===== config.mk =====
export PLATFORM = sky130hd
export DESIGN_NAME = codec_slot_control
export DESIGN_NICKNAME = d
export VERILOG_FILES = /design/src/codec_slot_pkg.sv /design/src/pin_sync.sv /design/src/slot_counter.sv /design/src/codec_slot_control.sv
export SDC_FILE = /design/constraint.sdc
export NUM_CORES = 1
export LEC_CHECK = 0
export ABC_AREA = 1
export BUFFER_PORTS_ARGS = -buffer_cell sky130_fd_sc_hd__buf_2
export CORE_ASPECT_RATIO = 0.6
export CORE_UTILIZATION = 36
export DETAILED_ROUTE_END_ITERATION = 16
export HOLD_SLACK_MARGIN = 0.1
export PLACE_DENSITY_LB_ADDON = 0.12
export SLEW_MARGIN = 15
export SYNTH_ARGS = -nofsm -noshare
export SYNTH_HDL_FRONTEND = slang
export SYNTH_SLANG_ARGS = --single-unit

===== constraint.sdc =====
create_clock -name sys_clk -period 1.8 [get_ports sys_clk]
set_input_delay 0.54 -clock sys_clk [delete_from_list [all_inputs] [get_ports sys_clk]]
set_output_delay 0.54 -clock sys_clk [all_outputs]
set_load 0.05 [all_outputs]

===== src/codec_slot_pkg.sv =====
// Shared constants for the codec slot control and status block.
// Assumes a 32-bit register port and a 16-slot, 16-bit-per-slot frame.
package codec_slot_pkg;

  // ==========================================================
  // Register port
  localparam int ADDR_W = 8;
  localparam int DATA_W = 32;
  localparam logic [ADDR_W-1:0] CTRL_OFS = 8'h00;
  localparam logic [ADDR_W-1:0] STATUS_OFS = 8'h04;
  localparam logic [ADDR_W-1:0] IRQ_STATUS_OFS = 8'h08;
  localparam logic [ADDR_W-1:0] IRQ_MASK_OFS = 8'h0C;
  localparam logic [ADDR_W-1:0] RX_SLOT_MASK_OFS = 8'h10;
  localparam logic [ADDR_W-1:0] TX_SLOT_MASK_OFS = 8'h14;
  localparam logic [ADDR_W-1:0] RX_DATA_OFS = 8'h18;
  localparam logic [ADDR_W-1:0] TX_DATA_OFS = 8'h1C;

  // ==========================================================
  // Field positions
  localparam int MODE_BIT = 0;
  localparam int RX_FULL_BIT = 2;
  localparam int TX_UNDERFLOW_BIT = 1;
  localparam int TX_EMPTY_BIT = 0;
  localparam int IRQ_RX_BIT = 0;
  localparam int IRQ_UNF_BIT = 1;
  localparam int IRQ_W = 2;

  // ==========================================================
  // Frame geometry and reset values
  localparam int NUM_SLOTS = 16;
  localparam int SLOT_W = 16;
  localparam int CNT_W = 4;
  localparam logic [CNT_W-1:0] LAST_BIT = 4'hF;
  localparam logic [CNT_W-1:0] LAST_SLOT = 4'hF;
  localparam logic [CNT_W-1:0] CNT_ZERO = 4'h0;
  localparam logic [CNT_W-1:0] CNT_ONE = 4'h1;
  localparam logic [NUM_SLOTS-1:0] SLOT_MASK_RESET = 16'h0000;
  localparam logic [SLOT_W-1:0] WORD_ZERO = 16'h0000;
  localparam logic [IRQ_W-1:0] IRQ_ZERO = 2'h0;
  localparam logic [DATA_W-1:0] READ_ZERO = 32'h0000_0000;

  // ==========================================================
  // Pins passing the synchroniser: bit clock, frame sync, data in
  localparam int PIN_COUNT = 3;
  localparam int PIN_BCLK = 0;
  localparam int PIN_FSYNC = 1;
  localparam int PIN_SDI = 2;

  typedef enum logic {WAIT_SYNC, IN_FRAME} frame_state_e;

endpackage


===== src/pin_sync.sv =====
// Two-flop synchronisers for the serial link pins.
// Assumes the pins are asynchronous to sys_clk.
`timescale 1ns/1ps
module pin_sync
  import codec_slot_pkg::*;
(
  input wire logic sys_clk,
  input wire logic rst_n,
  input wire logic [PIN_COUNT-1:0] pinIn,
  output logic [PIN_COUNT-1:0] pinSync
);

  logic [PIN_COUNT-1:0] stage1;

  // ==========================================================
  // First stage feeds only the second stage
  genvar i;
  generate
    for (i = 0; i < PIN_COUNT; i++) begin : gSync
      always_ff @(posedge sys_clk or negedge rst_n) begin
        if (!rst_n) begin
          stage1[i] <= 1'b0;
          pinSync[i] <= 1'b0;
        end else begin
          stage1[i] <= pinIn[i];
          pinSync[i] <= stage1[i];
        end
      end
    end
  endgenerate

endmodule


===== src/slot_counter.sv =====
// Bit and slot position counter of the serial frame.
// Assumes one-cycle bit clock rise pulses and a synchronised frame sync.
`timescale 1ns/1ps
module slot_counter
  import codec_slot_pkg::*;
(
  input wire logic sys_clk,
  input wire logic rst_n,
  input wire logic bitRise,
  input wire logic frameSync,
  output logic [CNT_W-1:0] bitPos,
  output logic [CNT_W-1:0] slotPos,
  output logic inFrame
);

  frame_state_e state;

  assign inFrame = (state == IN_FRAME);

  // ==========================================================
  // Sync at a rise marks the frame; data starts at the next rise
  always_ff @(posedge sys_clk or negedge rst_n) begin
    if (!rst_n) begin
      state <= WAIT_SYNC;
      bitPos <= CNT_ZERO;
      slotPos <= CNT_ZERO;
    end else if (bitRise) begin
      if (frameSync) begin
        state <= IN_FRAME;
        bitPos <= CNT_ZERO;
        slotPos <= CNT_ZERO;
      end else begin
        unique case (state)
          WAIT_SYNC: begin
            bitPos <= CNT_ZERO;
            slotPos <= CNT_ZERO;
          end
          IN_FRAME: begin
            bitPos <= bitPos + CNT_ONE;
            if (bitPos == LAST_BIT) begin
              slotPos <= slotPos + CNT_ONE;
              if (slotPos == LAST_SLOT) begin
                state <= WAIT_SYNC;
              end
            end
          end
        endcase
      end
    end
  end

endmodule


===== src/codec_slot_control.sv =====
// Slot selection, data buffers and status of the codec serial interface.
// Assumes a codec driving bit clock and frame sync, and a register master
// that holds strobes for one cycle and takes read data the cycle after.
//
// The implementer's own choices: the register addresses and the address-and-strobe port.
`timescale 1ns/1ps

// Summary of operation
// - Receive-full flag sets on a new received word, clears once it is read.
// - Underflow flag sets when an enabled slot finds no transmit word.
// - Serial input captured only in slots whose receive mask bit is one.
// - Transmit word shifted out only in slots whose transmit mask bit is one.
// - Disabled slots tri-state the output or drive it low, per output mode.
// - Both slot masks reset to zero and stay fully readable and writable.
module codec_slot_control
  import codec_slot_pkg::*;
(
  input wire logic sys_clk,
  input wire logic rst_n,
  input wire logic [ADDR_W-1:0] addr,
  input wire logic [DATA_W-1:0] wrData,
  input wire logic wrEn,
  input wire logic rdEn,
  output logic [DATA_W-1:0] rdData,
  input wire logic bitClk,
  input wire logic frameSync,
  input wire logic serialDataIn,
  output logic serialDataOut,
  output logic serialDataOutEn,
  output logic irq
);

  // ==========================================================
  // Link pin sampling
  logic [PIN_COUNT-1:0] pinSync;
  logic bclkS;
  logic fsS;
  logic sdiS;
  logic bclkPrev;
  logic bitRise;
  logic bitFall;
  logic [CNT_W-1:0] bitPos;
  logic [CNT_W-1:0] slotPos;
  logic inFrame;

  pin_sync uSync (
    .sys_clk(sys_clk),
    .rst_n(rst_n),
    .pinIn({serialDataIn, frameSync, bitClk}),
    .pinSync(pinSync)
  );

  assign bclkS = pinSync[PIN_BCLK];
  assign fsS = pinSync[PIN_FSYNC];
  assign sdiS = pinSync[PIN_SDI];

  always_ff @(posedge sys_clk or negedge rst_n) begin
    if (!rst_n) begin
      bclkPrev <= 1'b0;
    end else begin
      bclkPrev <= bclkS;
    end
  end

  assign bitRise = bclkS && !bclkPrev;
  assign bitFall = !bclkS && bclkPrev;

  slot_counter uCount (
    .sys_clk(sys_clk),
    .rst_n(rst_n),
    .bitRise(bitRise),
    .frameSync(fsS),
    .bitPos(bitPos),
    .slotPos(slotPos),
    .inFrame(inFrame)
  );

  // ==========================================================
  // Register state
  logic idleDriveLow;
  logic [NUM_SLOTS-1:0] rxSlotMask;
  logic [NUM_SLOTS-1:0] txSlotMask;
  logic [IRQ_W-1:0] irqStatus;
  logic [IRQ_W-1:0] irqMask;
  logic [SLOT_W-1:0] rxShift;
  logic [SLOT_W-1:0] rxData;
  logic rxFull;
  logic [SLOT_W-1:0] txBuf;
  logic [SLOT_W-1:0] txShift;
  logic txFull;
  logic txUnderflow;

  logic wrCtrl;
  logic wrIrqStatus;
  logic wrIrqMask;
  logic wrRxMask;
  logic wrTxMask;
  logic wrTxData;
  logic rdRxData;
  logic rxSample;
  logic rxWordDone;
  logic txActive;
  logic txLoad;
  logic underflowEvent;
  logic [IRQ_W-1:0] irqEvents;

  assign wrCtrl = wrEn && (addr == CTRL_OFS);
  assign wrIrqStatus = wrEn && (addr == IRQ_STATUS_OFS);
  assign wrIrqMask = wrEn && (addr == IRQ_MASK_OFS);
  assign wrRxMask = wrEn && (addr == RX_SLOT_MASK_OFS);
  assign wrTxMask = wrEn && (addr == TX_SLOT_MASK_OFS);
  assign wrTxData = wrEn && (addr == TX_DATA_OFS);
  assign rdRxData = rdEn && (addr == RX_DATA_OFS);

  always_ff @(posedge sys_clk or negedge rst_n) begin
    if (!rst_n) begin
      idleDriveLow <= 1'b0;
    end else if (wrCtrl) begin
      idleDriveLow <= wrData[MODE_BIT];
    end
  end

  always_ff @(posedge sys_clk or negedge rst_n) begin
    if (!rst_n) begin
      rxSlotMask <= SLOT_MASK_RESET;
      txSlotMask <= SLOT_MASK_RESET;
    end else begin
      if (wrRxMask) begin
        rxSlotMask <= wrData[NUM_SLOTS-1:0];
      end
      if (wrTxMask) begin
        txSlotMask <= wrData[NUM_SLOTS-1:0];
      end
    end
  end

  // ==========================================================
  // Receive path
  assign rxSample = bitRise && !fsS && inFrame && rxSlotMask[slotPos];
  assign rxWordDone = rxSample && (bitPos == LAST_BIT);

  always_ff @(posedge sys_clk or negedge rst_n) begin
    if (!rst_n) begin
      rxShift <= WORD_ZERO;
      rxData <= WORD_ZERO;
    end else if (rxSample) begin
      rxShift <= {rxShift[SLOT_W-2:0], sdiS};
      if (rxWordDone) begin
        rxData <= {rxShift[SLOT_W-2:0], sdiS};
      end
    end
  end

  // New word wins over a read in the same cycle
  always_ff @(posedge sys_clk or negedge rst_n) begin
    if (!rst_n) begin
      rxFull <= 1'b0;
    end else if (rxWordDone) begin
      rxFull <= 1'b1;
    end else if (rdRxData) begin
      rxFull <= 1'b0;
    end
  end

  // ==========================================================
  // Transmit path
  assign txActive = bitFall && inFrame && txSlotMask[slotPos];
  assign txLoad = txActive && (bitPos == CNT_ZERO);
  assign underflowEvent = txLoad && !txFull;

  always_ff @(posedge sys_clk or negedge rst_n) begin
    if (!rst_n) begin
      txBuf <= WORD_ZERO;
    end else if (wrTxData) begin
      txBuf <= wrData[SLOT_W-1:0];
    end
  end

  // A slot that finds no word sends zeros rather than stale data
  always_ff @(posedge sys_clk or negedge rst_n) begin
    if (!rst_n) begin
      txShift <= WORD_ZERO;
    end else if (txLoad) begin
      txShift <= txFull ? {txBuf[SLOT_W-2:0], 1'b0} : WORD_ZERO;
    end else if (txActive) begin
      txShift <= {txShift[SLOT_W-2:0], 1'b0};
    end
  end

  // Load wins over a write landing in the same cycle; the word is then
  // consumed and the write counts as the next one only if it comes later
  always_ff @(posedge sys_clk or negedge rst_n) begin
    if (!rst_n) begin
      txFull <= 1'b0;
    end else if (txLoad) begin
      txFull <= 1'b0;
    end else if (wrTxData) begin
      txFull <= 1'b1;
    end
  end

  always_ff @(posedge sys_clk or negedge rst_n) begin
    if (!rst_n) begin
      txUnderflow <= 1'b0;
    end else if (underflowEvent) begin
      txUnderflow <= 1'b1;
    end else if (wrTxData) begin
      txUnderflow <= 1'b0;
    end
  end

  // Output changes only on bit clock falls so the codec samples a settled bit
  always_ff @(posedge sys_clk or negedge rst_n) begin
    if (!rst_n) begin
      serialDataOut <= 1'b0;
      serialDataOutEn <= 1'b0;
    end else if (bitFall) begin
      if (txActive) begin
        serialDataOutEn <= 1'b1;
        if (txLoad) begin
          serialDataOut <= txFull && txBuf[SLOT_W-1];
        end else begin
          serialDataOut <= txShift[SLOT_W-1];
        end
      end else begin
        serialDataOut <= 1'b0;
        serialDataOutEn <= idleDriveLow;
      end
    end
  end

  // ==========================================================
  // Interrupts
  assign irqEvents = {underflowEvent, rxWordDone};

  genvar gi;
  generate
    for (gi = 0; gi < IRQ_W; gi++) begin : gIrq
      always_ff @(posedge sys_clk or negedge rst_n) begin
        if (!rst_n) begin
          irqStatus[gi] <= 1'b0;
        end else if (irqEvents[gi]) begin
          irqStatus[gi] <= 1'b1;
        end else if (wrIrqStatus && wrData[gi]) begin
          irqStatus[gi] <= 1'b0;
        end
      end
    end
  endgenerate

  always_ff @(posedge sys_clk or negedge rst_n) begin
    if (!rst_n) begin
      irqMask <= IRQ_ZERO;
    end else if (wrIrqMask) begin
      irqMask <= wrData[IRQ_W-1:0];
    end
  end

  always_ff @(posedge sys_clk or negedge rst_n) begin
    if (!rst_n) begin
      irq <= 1'b0;
    end else begin
      irq <= |(irqStatus & irqMask);
    end
  end

  // ==========================================================
  // Read port
  always_ff @(posedge sys_clk or negedge rst_n) begin
    if (!rst_n) begin
      rdData <= READ_ZERO;
    end else if (rdEn) begin
      rdData <= READ_ZERO;
      unique case (addr)
        CTRL_OFS: rdData[MODE_BIT] <= idleDriveLow;
        STATUS_OFS: begin
          rdData[RX_FULL_BIT] <= rxFull;
          rdData[TX_UNDERFLOW_BIT] <= txUnderflow;
          rdData[TX_EMPTY_BIT] <= !txFull;
        end
        IRQ_STATUS_OFS: rdData[IRQ_W-1:0] <= irqStatus;
        IRQ_MASK_OFS: rdData[IRQ_W-1:0] <= irqMask;
        RX_SLOT_MASK_OFS: rdData[NUM_SLOTS-1:0] <= rxSlotMask;
        TX_SLOT_MASK_OFS: rdData[NUM_SLOTS-1:0] <= txSlotMask;
        RX_DATA_OFS: rdData[SLOT_W-1:0] <= rxData;
        default: rdData <= READ_ZERO;
      endcase
    end else begin
      rdData <= READ_ZERO;
    end
  end
endmodule


# After elaboration in Yosys (flattened, before gate mapping)
# Cells that the tools add are included.
classes:
  add_sub_neg: 2
  order_cmp: 1
  n_eq_ne: 10
  muxes: 34
  bitwise_logic: 2
  n_reduce_logical: 35
op_table:
  columns: ["operator", "n"]
  rows:
  - ["$mux 16", 4]
  - ["$pmux 13 s3", 1]
  - ["$eq 8x5->1 const B", 4]
  - ["$logic_and 1x1->1", 20]
  - ["$mux 1", 19]
  - ["$eq 8x4->1 const B", 2]
  - ["$pmux 4 s2", 2]
  - ["$mux 4", 3]
  - ["$reduce_bool 2->1", 6]
  - ["$add 4x1->4 const B", 2]
  - ["$bmux 1 s4", 2]
  - ["$eq 4x4->1 const B", 2]
  - ["$eq 8x3->1 const B", 1]
  - ["$logic_not 8->1", 1]
  - ["$pmux 1 s7", 1]
  - ["$pmux 1 s6", 1]
  - ["$lt 4x5->1 const B", 1]
  - ["$logic_not 1->1", 4]
  - ["$logic_not 4->1", 1]
  - ["$pmux 1 s4", 1]
  - ["$reduce_and 2->1", 2]
  - ["$ne 3x3->1 const B", 1]
  - ["$and 2x2->2", 1]
  - ["$reduce_or 2->1", 1]
  - ["$not 1->1", 1]
totals:
  ff_bits: 154
  wordCells: 111

# Depth between registers and ports, before layout
depth:
  depth_word: 7
  depth_mapped: 11
  depth_no_buf: 11

# By module
# From an unflattened synthesis, not the netlist that was laid out.
hier_totals:
  hier_cells: 805
  area_unflattened_um2: 6429.9
modules_own_cells:
  columns: ["module", "n_inst", "cells_each", "area_each_um2"]
  rows:
  - ["codec_slot_control", 1, 734, 5808.1]
  - ["slot_counter", 1, 65, 471.7]
  - ["pin_sync", 1, 6, 150.1]

# Least setup slack after synthesis
# Ideal clock, no wire load.
synth_timing:
  kind: "input to register"
  start: "input addr[6]"
  end: "register rdData[11]"
  setup_time_ps: 63
  t_arrival_ps: 1532
  required_time_ps: 1737
  slack_ps: 205
  path_stages: 9
  n_path_buf: 2
  cell_sequence: "inv_1 -> nand2_1 -> nor3_4 -> buf_4 -> clkbuf_1 -> nand3_1 -> o21ai_0 -> o21ai_0 -> inv_1"
synth_via:
  elab_chain_cells: 3
  elab_cells_between_ends: 5
  classes_between: "eq/ne: 3; mux: 2"
synth_lines:
  columns: ["item", "line_no", "text"]
  rows:
  - ["start, declared", "codec_slot_control.sv:20", "input wire logic [ADDR_W-1:0] addr,"]
  - ["$eq 8x5->1", "codec_slot_control.sv:274", "unique case (addr)"]
  - ["$pmux 13 s3 *", "codec_slot_control.sv:274", null]
  - ["$mux 16 *", "codec_slot_control.sv:272", "end else if (rdEn) begin"]
  - ["end signal, assigned by index", "codec_slot_control.sv:275", "CTRL_OFS: rdData[MODE_BIT] <= idleDriveLow;"]
  - ["end signal, assigned by index", "codec_slot_control.sv:277", "rdData[RX_FULL_BIT] <= rxFull;"]
  - ["end signal, assigned by index", "codec_slot_control.sv:278", "rdData[TX_UNDERFLOW_BIT] <= txUnderflow;"]
  - ["end, declared", "codec_slot_control.sv:24", "output logic [DATA_W-1:0] rdData,"]
# Mark *: on every way between the ends. The rest lies on a longest branch, timed or not.
# A chain may end at the register's enable or synchronous reset.

# Worst setup path after layout
layout_timing:
  start: "register bclkPrev"
  end: "register rxShift[7]"
layout_via:
  elab_chain_cells: 5
layout_lines:
  columns: ["item", "line_no", "text"]
  rows:
  - ["start, declared", "codec_slot_control.sv:39", "logic bclkPrev;"]
  - ["start signal, assigned", "codec_slot_control.sv:61", "bclkPrev <= bclkS;"]
  - ["$logic_not 1->1", "codec_slot_control.sv:65", "assign bitRise = bclkS && !bclkPrev;"]
  - ["$logic_and 1x1->1", "codec_slot_control.sv:65", null]
  - ["$logic_and 1x1->1 (3 in a row)", "codec_slot_control.sv:139", "assign rxSample = bitRise && !fsS && inFrame && rxSlotMask[slotPos];"]
  - ["end signal, assigned", "codec_slot_control.sv:147", "rxShift <= {rxShift[SLOT_W-2:0], sdiS};"]
  - ["end, declared", "codec_slot_control.sv:85", "logic [SLOT_W-1:0] rxShift;"]
# Every way passes these cells.

==> impl_metrics.csv <==
group,metric,value,unit
final_layout,nets,907,
detailed_routing,antenna_left,0,
sta,rsz0062_at_grt,"no",
clock_network,clockBufferDepth,2,
critical_path,critPathRequiredTime,2.15,ns
logic_synthesis,synth_xor_xnor_area_share,0.273,%
floorplanning,ioPinCount,82,
detailed_routing,num_vias,5178,
logic_synthesis,synthAdderAreaFrac,0.585,%
clock_network,clk_pin_slew,0.06,ns
clock_network,cts_buffers,17,
floorplanning,core_area,17300,um^2
logic_synthesis,yosysUniqueCellTypes,29,
placement,dp_hpwl,11600,um
sta,hold_viol,0,
logic_synthesis,synthFlopType,"dfrtp_1",
logic_synthesis,synth_top_family_by_area,"simple AND/OR/NAND/NOR gates",
logic_synthesis,syn_inst,791,
detailed_routing,drc,0,
detailed_routing,wl_per_cell,14.1,um
final_layout,insertedDiodeCount,0,
detailed_routing,drt_iter0_markers,418,
floorplanning,fp.dieW,174,um
run,drv_cap,0,
final_layout,synthToLayoutAreaGrowth,19.7,%
sta,fin_tns_setup,0,ns
logic_synthesis,synth_compound_area_share,9.47,%
logic_synthesis,ys_top_cells_by_area,"dfrtp_1, nand2_1, nand3_1",
final_layout,seq_area,3430,um^2
clock_network,clock_latency,0.42,ns
clock_network,cts_tree,"done",
sta,setup_viol,0,
sta,fin_crit,1.64,ns
sta,slew_viol_final,0,
grt,antenna_found_initial,0,
power_and_ir_drop,combPwrFrac,12.2,%
logic_synthesis,muxShareOfSynthArea,0,%
power_and_ir_drop,vdd_drop_max,0.000518,V
logic_synthesis,ys_ff_latch,137,
power_and_ir_drop,p_sw_share,26.9,%
power_and_ir_drop,power.density,1000,nW/um^2
logic_synthesis,synth_edf_count,0,
power_and_ir_drop,netSwitchingPower,2.07,mW
run_status,status,"finished, final reports clean",
logic_synthesis,synth.most_common_cell,"nand2_1",
critical_path,critPathArrivalTime,1.99,ns
sta,layout_worst_path_cycle_share,91.0,%
grt,met1_usage,27.7,%
power_and_ir_drop,total_power,7.70,mW
placement,preCtsSetupSlack,0.00574,ns
critical_path,cp_max_fo,15,
logic_synthesis,synth_largest_area_cell,"dfrtp_1",
grt,grt_pass1_wl,26000,um
detailed_routing,first_pass_iters,4,
floorplanning,initial_utilization,37.2,%
clock_network,clock_tree.root_cell,"clkbuf_16",
final_layout,multi_input_area,2400,um^2
power_and_ir_drop,clockPowerShare,44.4,%
final_layout,layout-drive-gt1-share,14.6,%
detailed_routing,wirelength,15500,um
logic_synthesis,synthesis.area,6420,um^2
logic_synthesis,synthTopCellsByCount,"nand2_1, dfrtp_1, nand3_1, inv_1, o21ai_0",
floorplanning,rows,37,
min_path,hold_start,"bitClk",
critical_path,critPathLaunchType,"flop",
critical_path,worstSetupPathType,"flop to flop",
grt,gr-max-usage-layer,"met1",
power_and_ir_drop,p_leak,4.06,nW
grt,use_met3,5.09,%
critical_path,critPathLaunch,"bclkPrev$_DFF_PN0_",
min_path,hp-class,"input pin to flop",
logic_synthesis,ys_warn_count,0,
power_and_ir_drop,power_frac_seq,43.4,%
final_layout,fill_cells,1721,
logic_synthesis,netlist.area_leader.share,53.4,%
grt,first_global_vias,4997,
critical_path,cp-end-kind,"flop",
sta,setup_ws,0.162,ns
clock_network,htreeDepth,4,
power_and_ir_drop,p_int,5.63,mW
grt,grtUsageTotal,18.2,%
grt,grt_overflow,0,
critical_path,worstReg2RegStart,"bclkPrev$_DFF_PN0_",
clock_network,clock-sinks,137,
floorplanning,die_h,105,um
placement,portBuffers,49,
grt,grt_use_met2,25.0,%
logic_synthesis,synthArstFlopShare,100,%
logic_synthesis,synthSimpleGateAreaFrac,25.9,%
grt,grt_max_degree,44,
floorplanning,die_area,18400,um^2
sta,fmax,610,MHz
detailed_routing,viasPerCell,4.69,
placement,gp_congestion,0.867,
logic_synthesis,ys_seq_area_share,53.4,%
logic_synthesis,synth_area_per_cell,8.12,um^2
sta,skew,0.00940,ns
power groups by stage:
stage	Combinational (mW)	Clock [mW]	Sequential (mW)
3_5_place_dp	0.941	0	3.39
4_1_cts	0.947	3.51	3.34
6_report	0.943	3.42	3.34
5_1_grt	1.09	3.67	3.36
3_3_place_gp	0.924	0	3.38
2_1_floorplan	0.639	0	3.38
layout by cell type, fill, tap and decap left out, types with 2 or more instances in the layout:
cell	n
buf_4	22
nand2_4	4
a21oi_1	19
nor3_4	2
o21ai_1	4
bufinv_16	2
nor3b_1	2
o21ai_0	87
clkinv_2	4
dfrtp_1	137
buf_12	10
o22ai_1	2
nand4_1	4
nand2_1	225
nor2_2	5
nand3_1	101
o211ai_1	5
nor2_1	37
buf_6	2
clkbuf_1	3
clkbuf_16	17
buf_2	48
conb_1	16
ha_1	3
inv_1	93
clkinv_4	3
routing by layer:
| metal | up-vias | part of all wire [%] | wire [um] |
|---|---|---|---|
| li1 | 2617 | - | - |
| met1 | 2428 | 53 | 8300 |
| met2 | 126 | 41 | 6340 |
| met3 | 7 | 5.1 | 784 |
| met4 | 0 | 0.66 | 102 |
| met5 | - | 0 | 0 |
registers in the layout (all words and copies together), names as in the netlist, 2 cells and up:
register	flops
uSync.stage1	3
irqStatus	2
txShift	15
uCount.bitPos	4
uCount.slotPos	4
rdData	16
uSync.pinSync	3
txBuf	16
irqMask	2
rxSlotMask	16
txSlotMask	16
rxShift	15
rxData	16
final timing paths:
| kind | end | slack, ns | cells after the start |
|---|---|---|---|
| setup reg to reg | rxShift[7]$_DFFE_PN0P_ | 0.16 | 6 |
| hold / removal | uSync.stage1[0]$_DFF_PN0_ | 0.22 | 1 |
| min in group asynchronous | txShift[2]$_DFFE_PN0P_ | 0.62 | 2 |
| setup / recovery | rxShift[7]$_DFFE_PN0P_ | 0.16 | 6 |
| hold reg to reg | uSync.pinSync[0]$_DFF_PN0_ | 0.35 | 0 |
| max in group asynchronous | rxData[0]$_DFFE_PN0P_ | 0.59 | 3 |
cells by family (layout without fill, tap and decap cells):
group,Yosys count,count (layout)
xor gates and xnor gates,2,2
adders and majority gates,3,3
AOI/OAI and AO/OA,118,118
buffers and inverters,146,210
DFF,137,137
other,1,16
and+or+nand+nor,384,384
cell type report:
type / instances / share of cell area, %
sequential: 137 / 44.6
multi-input combinational: 523 / 31.2
timing repair buffer: 83 / 8.30
clock buffer: 21 / 5.86
inverter: 95 / 4.67
tap: 234 / 3.81
clock inverter: 11 / 1.60
through the flow:
step                hold WS (ns)  utilization [%]  std cells  cell area (um^2)
floorplan                  0.244                -        806              6480
CTS                        0.204             44.3       1102              7640
global placement           0.334             40.9       1069              7060
detailed placement         0.335             40.9       1069              7060
finish                     0.222             44.5       1104              7690
global route               0.201             44.5       1104              7690
critical path, stage by stage (launching register included):
cell and delay (ns):
dfrtp_1 0.41, nor2_4 0.18, inv_1 0.14, nor2_2 0.34, buf_4 0.28, nand3_1 0.12, nand2_1 0.08
timing repair:
action,in CTS,in global routing
setup endpoints to repair,0,31
endpoints found under the hold margin,38,0
setup buffers,0,2
resized for setup,0,4
hold buffers,1,0
(Power assumes the default switching activity.)
